**config.mk**
```make
export PLATFORM = sky130hd
export DESIGN_NAME = npc_nvm_ctrl
export DESIGN_NICKNAME = d
export VERILOG_FILES = /design/src/rtl/npc_pkg.sv /design/src/rtl/npc_nvm_ctrl.sv
export SDC_FILE = /design/constraint.sdc
export NUM_CORES = 1
export LEC_CHECK = 0
export BUFFER_PORTS_ARGS = -buffer_cell sky130_fd_sc_hd__buf_2
export CORE_MARGIN = 2
export CORE_UTILIZATION = 56
export CTS_BUF_LIST = sky130_fd_sc_hd__clkbuf_8
export CTS_CLUSTER_DIAMETER = 60
export CTS_CLUSTER_SIZE = 12
export DETAILED_ROUTE_END_ITERATION = 8
export PLACE_DENSITY_LB_ADDON = 0.08
export SYNTH_ARGS = -nofsm -noshare
export SYNTH_HDL_FRONTEND = slang
export SYNTH_SLANG_ARGS = --single-unit
```
**constraint.sdc**
```tcl
create_clock -name aclk -period 3.3 [get_ports aclk]
set_input_delay 0.66 -clock aclk [delete_from_list [all_inputs] [get_ports aclk]]
set_output_delay 0.66 -clock aclk [all_outputs]
set_load 0.01 [all_outputs]
```
**src/rtl/npc_pkg.sv**
```systemverilog
`default_nettype none
package npc_pkg;
   localparam logic [7:0]  OFS_BSEL   = 8'h00;
   localparam logic [7:0]  OFS_PSC    = 8'h04;
   localparam logic [7:0]  OFS_APC    = 8'h08;
   localparam logic [7:0]  OFS_OPT    = 8'h0c;
   localparam logic [7:0]  OFS_AADDR  = 8'h10;
   localparam logic [7:0]  OFS_ADATA  = 8'h14;
   localparam logic [2:0]  SEL_BSEL   = 3'h0;
   localparam logic [2:0]  SEL_PSC    = 3'h1;
   localparam logic [2:0]  SEL_APC    = 3'h2;
   localparam logic [2:0]  SEL_OPT    = 3'h3;
   localparam logic [2:0]  SEL_AADDR  = 3'h4;
   localparam logic [2:0]  SEL_ADATA  = 3'h5;
   localparam logic [2:0]  SEL_NONE   = 3'h7;
   localparam int          PSC_ROWZ   = 0;
   localparam int          PSC_PGM    = 1;
   localparam int          PSC_SENSE  = 7;
   localparam int          APC_POWER  = 0;
   localparam int          APC_OPTPWR = 1;
   localparam int          APC_LATCH  = 2;
   localparam int          OPT_PDI    = 0;
   localparam int          OPT_DELAY  = 1;
   localparam int          OPT_LEVEL  = 6;
   localparam logic [11:0] STOP_DLY_LONG  = 12'hfe0;
   localparam logic [11:0] STOP_DLY_SHORT = 12'h010;
   localparam logic [7:0]  BSEL_RESET = 8'h00;
   localparam logic [1:0]  RESP_OKAY   = 2'h0;
   localparam logic [1:0]  RESP_SLVERR = 2'h2;
   localparam int          ARRAY_AW   = 13;
   typedef struct packed {
      logic latch;
      logic opt_power;
      logic power;
   } npc_apc_s;
   localparam npc_apc_s APC_RESET = '{latch: 1'b0, opt_power: 1'b0,
                                      power: 1'b0};
endpackage
`default_nettype wire

```
**src/rtl/npc_nvm_ctrl.sv**
```systemverilog
`default_nettype none
module npc_nvm_ctrl
   import npc_pkg::*;
(
   // clock and reset
   input  wire logic                aclk,
   input  wire logic                aresetn,
   // axi4-lite write
   input  wire logic [7:0]          awaddr,
   input  wire logic                awvalid,
   output logic                     awready,
   input  wire logic [31:0]         wdata,
   input  wire logic [3:0]          wstrb,
   input  wire logic                wvalid,
   output logic                     wready,
   output logic [1:0]               bresp,
   output logic                     bvalid,
   input  wire logic                bready,
   // axi4-lite read
   input  wire logic [7:0]          araddr,
   input  wire logic                arvalid,
   output logic                     arready,
   output logic [31:0]              rdata,
   output logic [1:0]               rresp,
   output logic                     rvalid,
   input  wire logic                rready,
   // programming supply and erase
   input  wire logic                vpp_applied,
   input  wire logic                nv_erase,
   // main array
   input  wire logic [7:0]          array_rdata,
   output logic [ARRAY_AW-1:0]      array_addr_o,
   output logic [7:0]               array_wdata_o,
   output logic                     array_wstb_o,
   output logic                     array_latch_mode_o,
   output logic                     array_vpp_o,
   output logic                     option_vpp_o,
   output logic                     cell_vpp_o,
   // option outputs
   input  wire logic [15:0]         pulldown_req,
   output logic [15:0]              pulldown_en_o,
   output logic [7:0]               option_bits_o,
   output logic [11:0]              stop_delay_cycles_o,
   output logic                     irq_level_sense_o
);

   function automatic logic [2:0] reg_sel(input logic [7:0] a);
      case (a)
         OFS_BSEL:  reg_sel = SEL_BSEL;
         OFS_PSC:   reg_sel = SEL_PSC;
         OFS_APC:   reg_sel = SEL_APC;
         OFS_OPT:   reg_sel = SEL_OPT;
         OFS_AADDR: reg_sel = SEL_AADDR;
         OFS_ADATA: reg_sel = SEL_ADATA;
         default:   reg_sel = SEL_NONE;
      endcase
   endfunction

   // index equals column*8 + row, i.e. the low six bits unchanged
   function automatic logic [5:0] cell_index_of(input logic [7:0] s);
      cell_index_of = {s[5:3], s[2:0]};
   endfunction

   logic [7:0]          awaddr_q;
   logic [7:0]          wdata_q;
   logic [4:0]          wdata_hi_q;
   logic                wstb0_q;
   logic                aw_have_r;
   logic                w_have_r;
   logic                wr_go;
   logic [2:0]          wsel;
   logic [7:0]          bsel_r;
   logic                pgm_r;
   logic                sensed_r;
   npc_apc_s            apc_r;
   logic [7:0]          opt_pend_r;
   logic [7:0]          opt_nv_r;
   logic [63:0]         cells_r;
   logic [ARRAY_AW-1:0] aaddr_r;
   logic [7:0]          rd_val;
   logic                rd_err;

   assign wr_go = aw_have_r && w_have_r && !bvalid;
   assign wsel  = reg_sel(awaddr_q);

   // write address and data are taken independently, in either order
   always_ff @(posedge aclk) begin
      if (!aresetn) begin
         aw_have_r <= 1'b0;
         awready   <= 1'b0;
         awaddr_q  <= 8'h00;
      end else if (awvalid && awready) begin
         aw_have_r <= 1'b1;
         awready   <= 1'b0;
         awaddr_q  <= awaddr;
      end else if (bvalid && bready) begin
         aw_have_r <= 1'b0;
         awready   <= 1'b1;
      end else if (!aw_have_r) begin
         awready   <= 1'b1;
      end
   end

   always_ff @(posedge aclk) begin
      if (!aresetn) begin
         w_have_r <= 1'b0;
         wready   <= 1'b0;
         wdata_q  <= 8'h00;
         wdata_hi_q <= 5'h00;
         wstb0_q  <= 1'b0;
      end else if (wvalid && wready) begin
         w_have_r <= 1'b1;
         wready   <= 1'b0;
         wdata_q  <= wdata[7:0];
         wdata_hi_q <= wdata[ARRAY_AW-1:8];
         wstb0_q  <= wstrb[0];
      end else if (bvalid && bready) begin
         w_have_r <= 1'b0;
         wready   <= 1'b1;
      end else if (!w_have_r) begin
         wready   <= 1'b1;
      end
   end

   always_ff @(posedge aclk) begin
      if (!aresetn) begin
         bvalid <= 1'b0;
         bresp  <= RESP_OKAY;
      end else if (wr_go) begin
         bvalid <= 1'b1;
         bresp  <= (wsel == SEL_NONE) ? RESP_SLVERR : RESP_OKAY;
      end else if (bready) begin
         bvalid <= 1'b0;
      end
   end

   // select register: all eight bits are software storage
   always_ff @(posedge aclk) begin
      if (!aresetn) begin
         bsel_r <= BSEL_RESET;
      end else if (wr_go && wstb0_q && wsel == SEL_BSEL) begin
         bsel_r <= wdata_q;
      end
   end

   // only the program bit of status/control is writable
   always_ff @(posedge aclk) begin
      if (!aresetn) begin
         pgm_r <= 1'b0;
      end else if (wr_go && wstb0_q && wsel == SEL_PSC) begin
         pgm_r <= wdata_q[PSC_PGM];
      end
   end

   // power needs the latch already set and staying set in this write
   always_ff @(posedge aclk) begin
      if (!aresetn) begin
         apc_r <= APC_RESET;
      end else if (wr_go && wstb0_q && wsel == SEL_APC) begin
         apc_r.latch     <= wdata_q[APC_LATCH];
         apc_r.opt_power <= wdata_q[APC_OPTPWR];
         apc_r.power     <= wdata_q[APC_POWER] && apc_r.latch
                            && wdata_q[APC_LATCH];
      end
   end

   // staged option value, burned only while option power is on
   always_ff @(posedge aclk) begin
      if (!aresetn) begin
         opt_pend_r <= 8'h00;
      end else if (wr_go && wstb0_q && wsel == SEL_OPT) begin
         opt_pend_r <= wdata_q;
      end
   end

   always_ff @(posedge aclk) begin
      if (!aresetn) begin
         aaddr_r <= '0;
      end else if (wr_go && wstb0_q && wsel == SEL_AADDR) begin
         aaddr_r <= {wdata_hi_q, wdata_q};
      end
   end

   // array write is only meaningful in latch mode; otherwise dropped
   always_ff @(posedge aclk) begin
      if (!aresetn) begin
         array_addr_o  <= '0;
         array_wdata_o <= 8'h00;
         array_wstb_o  <= 1'b0;
      end else begin
         array_wstb_o <= 1'b0;
         if (wr_go && wstb0_q && wsel == SEL_ADATA && apc_r.latch) begin
            array_addr_o  <= aaddr_r;
            array_wdata_o <= wdata_q;
            array_wstb_o  <= 1'b1;
         end
      end
   end

   always_ff @(posedge aclk) begin
      if (!aresetn) begin
         array_latch_mode_o <= 1'b0;
         array_vpp_o        <= 1'b0;
         option_vpp_o       <= 1'b0;
         cell_vpp_o         <= 1'b0;
      end else begin
         array_latch_mode_o <= apc_r.latch;
         array_vpp_o        <= apc_r.power;
         option_vpp_o       <= apc_r.opt_power;
         cell_vpp_o         <= pgm_r;
      end
   end

   // nonvolatile storage: no reset; uv erase clears, programming only sets
   always_ff @(posedge aclk) begin
      if (nv_erase) begin
         cells_r <= 64'h0;
      end else if (cell_vpp_o && vpp_applied) begin
         cells_r[cell_index_of(bsel_r)] <= 1'b1;
      end
   end

   always_ff @(posedge aclk) begin
      if (nv_erase) begin
         opt_nv_r <= 8'h00;
      end else if (option_vpp_o && vpp_applied) begin
         opt_nv_r <= opt_nv_r | opt_pend_r;
      end
   end

   // sense amplifier; deliberately outside reset
   always_ff @(posedge aclk) begin
      sensed_r <= cells_r[cell_index_of(bsel_r)];
   end

   // option decode mirrors nonvolatile bits, so it is not reset either
   always_ff @(posedge aclk) begin
      option_bits_o       <= opt_nv_r;
      pulldown_en_o       <= opt_nv_r[OPT_PDI] ? 16'h0000
                             : pulldown_req;
      stop_delay_cycles_o <= opt_nv_r[OPT_DELAY] ? STOP_DLY_LONG
                             : STOP_DLY_SHORT;
      irq_level_sense_o   <= opt_nv_r[OPT_LEVEL];
   end

   always_comb begin
      rd_val = 8'h00;
      rd_err = 1'b0;
      case (reg_sel(araddr))
         SEL_BSEL:  rd_val = bsel_r;
         SEL_PSC: begin
            rd_val[PSC_SENSE] = sensed_r;
            rd_val[PSC_PGM]   = pgm_r;
            rd_val[PSC_ROWZ]  = (bsel_r[2:0] == 3'h0);
         end
         SEL_APC: begin
            rd_val[APC_LATCH]  = apc_r.latch;
            rd_val[APC_OPTPWR] = apc_r.opt_power;
            rd_val[APC_POWER]  = apc_r.power;
         end
         SEL_OPT:   rd_val = opt_nv_r;
         SEL_AADDR: rd_val = aaddr_r[7:0];
         SEL_ADATA: rd_val = apc_r.latch ? 8'h00 : array_rdata;
         default:   rd_err = 1'b1;
      endcase
   end

   always_ff @(posedge aclk) begin
      if (!aresetn) begin
         arready <= 1'b0;
         rvalid  <= 1'b0;
         rdata   <= 32'h0;
         rresp   <= RESP_OKAY;
      end else if (arvalid && arready) begin
         arready <= 1'b0;
         rvalid  <= 1'b1;
         rdata   <= {24'h0, rd_val};
         rresp   <= rd_err ? RESP_SLVERR : RESP_OKAY;
      end else if (rvalid && rready) begin
         rvalid  <= 1'b0;
         arready <= 1'b1;
      end else if (!rvalid) begin
         arready <= 1'b1;
      end
   end

   // assertions
   logic ar_psc;
   logic ar_adata;
   assign ar_psc   = arvalid && arready && reg_sel(araddr) == SEL_PSC;
   assign ar_adata = arvalid && arready && reg_sel(araddr) == SEL_ADATA;
endmodule // npc_nvm_ctrl
`default_nettype wire

```
==> impl_results.md <==
* Top post-synthesis cells by count: sky130_fd_sc_hd__dfxtp_1, sky130_fd_sc_hd__nand2_1, sky130_fd_sc_hd__nor2_1
* Setup slack at placement at 0.3324 ns
* Cell Count, Final, Fillers Out at 1183
* Most heavily used metal layer in global routing: met2
* Nets@finish at 1077
* Fraction of layout cells with a size suffix above 1 at 21.54%
* Violations in the final reports: DRC
* Number of ports placed on the die boundary at 189
* Normalized max-slew margin at 29.47%
* First-pass GRT wire length at 28.54 mm
* Clock tree from TritonCTS: yes
* Unrepaired setup endpoints after global routing: no
* Mean routed wirelength per cell at 15.44 um
* Share of the synthesized area in the top cell type at 49.25%
* Worst-Margin Slew at 1.056 ns
* Mean area per synthesized cell at 9.064 um^2
* Dominant synthesized flop cell: sky130_fd_sc_hd__dfxtp_1
* Post_cts resized at 0
* Via density per instance at 5.359
* Slew Limit Fails at 0
* Pleak at 3.639 nW
* Antenna violation net count after detailed routing at 0
* Maximum Capacitance Violations at 0
* Number of DRC violations after detailed routing at 2
* Die Area at 15200 um^2
* Number of distinct library cells after synthesis at 56
* Final Hold Fails at 0
* Critical path peak fanout at 9
* Clock sinks at 196
* Initial antenna violation count at 0
* Latest clock arrival within the worst-skew pair at 0.46 ns
* GR Layer Usage met1 at 34.64%
* Status: finished, violations left
* Met2 track demand over resource in global routing at 36.37%
* Postcts setup bufs at 0
* Library cell with the highest instance count after synthesis: sky130_fd_sc_hd__dfxtp_1
* Power density normalized to cell area at 455.6 nW/um^2
* Number of buffers created by CTS at 17
* Summed negative setup slack over all endpoints at 0 ns
* Final Critical Period at 2.513 ns
* H-tree levels at 4
* Syn-to-layout area delta at 12.89%
* Placeable core area at 13880 um^2
* Cell Count Post-Placement at 1151
* Count of flip-flops with a built-in enable after synthesis at 0
* Initial core utilization at 57.40%
* Detailed-route via count at 6340
* Yosys warning total at 0
* Final worst path period share at 76.14%
* IO buf count at 136
* Highest clock rate at 0.3980 GHz
* Power consumption at 0.004098 W
* Clock Path Buffers at 2
* Via count of the first global-routing pass at 5609
* Endpoint class of the critical path: flip-flop
* Post-synthesis sequential area ratio at 49.25%
* Fraction of met3 tracks used by global routing at 5.397%
* Critical path class: input port to flip-flop
* Global routing usage summed across all routing layers at 24.26%
* Largest net degree at the start of global routing at 65
* Biggest area contributors in the synthesized netlist: sky130_fd_sc_hd__dfxtp_1, sky130_fd_sc_hd__nand2_1, sky130_fd_sc_hd__a21oi_1
* Seq cells post-synth at 196
* Clock transition at the registers of the reported paths at 0.09 ns
* Final critical-path setup slack at 0.7873 ns
* Root Buffer Master: sky130_fd_sc_hd__clkbuf_8
* Largest area contributor in the synthesized netlist: sky130_fd_sc_hd__dfxtp_1
* Quantity of hold-fixing buffers added after cts at 0
* Total iterations of the first detailed-routing run at 7
* Number of failing setup endpoints in the final timing report at 0
* Global-route congestion overflow total at 0
* Number of placement rows at 43
* Sum of routed wire length over all layers at 18.27 mm
* Floorplan die width at 123.3 um
* DRC violation total after the first TritonRoute iteration at 483
* Height of the die at 123.3 um
* Post-synth ARST share at 0%
* Routability Congestion at 0.8483
* Crit path arrival time at 2.90 ns
* Startpoint class of the critical path: input port
* Total inserted antenna cells at 0
* Hold Crit Class: flip-flop to flip-flop
* WP data required at 3.69 ns
* Synth Cell Area at 7968 um^2
* Setup Skew at 0.01134 ns
* Final HPWL from detailed placement at 12.57 mm
* IR drop worst, VDD at 0.0004339 V
* Instance count of the mapped netlist at 879
per-layer routing:
metal,vias to the layer above,part of all wire (%)
met5,-,0
met4,0,1.6
met3,23,5.6
met2,203,45
met1,2956,48
li1,3158,-
area by class of cell:
class	instances	area [um^2]
Fill cell	1234	4886
Sequential cell	196	3924
Multi-Input combinational cell	612	3616
Timing Repair Buffer	156	830.8
Clock buffer	19	261.5
Tap cell	180	225.2
Clock inverter	13	111.4
Inverter	7	26.28
sequential cells by signal, indices dropped and copies added (netlist names), 3 cells and up:
name,flops
wdata_q,8
array_wdata_o,8
aaddr_r,13
pulldown_en_o,16
bsel_r,8
opt_nv_r,8
apc_r,3
option_bits_o,8
awaddr_q,8
wdata_hi_q,5
cells_r,64
rdata,8
array_addr_o,13
opt_pend_r,8
placed cells by master (no fill, tap or decap), types with 11 or more instances in the layout:
cell                         n
sky130_fd_sc_hd__dfxtp_1   196
sky130_fd_sc_hd__nand2_1   142
sky130_fd_sc_hd__buf_2     136
sky130_fd_sc_hd__nor2_1     83
sky130_fd_sc_hd__a21oi_1    78
sky130_fd_sc_hd__nor2b_1    45
sky130_fd_sc_hd__a21boi_0   34
sky130_fd_sc_hd__conb_1     30
sky130_fd_sc_hd__a21boi_1   27
sky130_fd_sc_hd__mux2i_1    23
sky130_fd_sc_hd__buf_4      20
sky130_fd_sc_hd__clkbuf_8   19
sky130_fd_sc_hd__o21ai_0    13
sky130_fd_sc_hd__mux4_2     12
sky130_fd_sc_hd__nor3_1     11
sky130_fd_sc_hd__a31oi_1    11
stage by stage:
| stage | instance area (um^2) | hold slack, ns | util [%] |
|---|---|---|---|
| final | 8995 | 0.3881 | 64.80 |
| after global placement | 8622 | 0.3698 | 62.11 |
| after CTS | 8995 | 0.3738 | 64.80 |
| after floorplan | 8077 | 0.3503 | - |
| after global routing | 8995 | 0.3696 | 64.80 |
| after detailed placement | 8622 | 0.3669 | 62.11 |
path summary, 6_finish.rpt:
| check | slack [ns] | cells after the start | from | end |
|---|---|---|---|---|
| max | 0.79 | 11 | araddr[1] | rdata[3] |
| min | 0.39 | 0 | opt_nv_r[3] | option_bits_o[3] |
| max reg2reg | 0.89 | 5 | bsel_r[0] | cells_r[9] |
| min reg2reg | 0.39 | 0 | opt_nv_r[3] | option_bits_o[3] |
worst max-delay path, cell delays in order:
cell,delay (ns)
sky130_fd_sc_hd__buf_2,0.10
sky130_fd_sc_hd__or4_1,0.56
sky130_fd_sc_hd__buf_4,0.19
sky130_fd_sc_hd__nor2_1,0.16
sky130_fd_sc_hd__nand2_1,0.11
sky130_fd_sc_hd__ha_1,0.27
sky130_fd_sc_hd__nor4_1,0.31
sky130_fd_sc_hd__buf_4,0.20
sky130_fd_sc_hd__a22o_1,0.12
sky130_fd_sc_hd__a21oi_1,0.04
sky130_fd_sc_hd__o21ai_0,0.16
power breakdown:
group	switching (W)	leakage [nW]	internal, W
combinational	0.000129	1.86	0.0000871
clock	0.000831	0.189	0.000634
sequential	0.0000236	1.59	0.00239
kinds of logic after synthesis:
family / synth area share, %
other: 0.04707
adders and majority gates: 0.3140
DFF: 49.25
buffers and inverters: 6.847
and+or+nand+nor: 20.30
AOI/OAI and AO/OA: 15.55
muxes: 7.695
No activity file was read; power rests on OpenSTA's default activity.
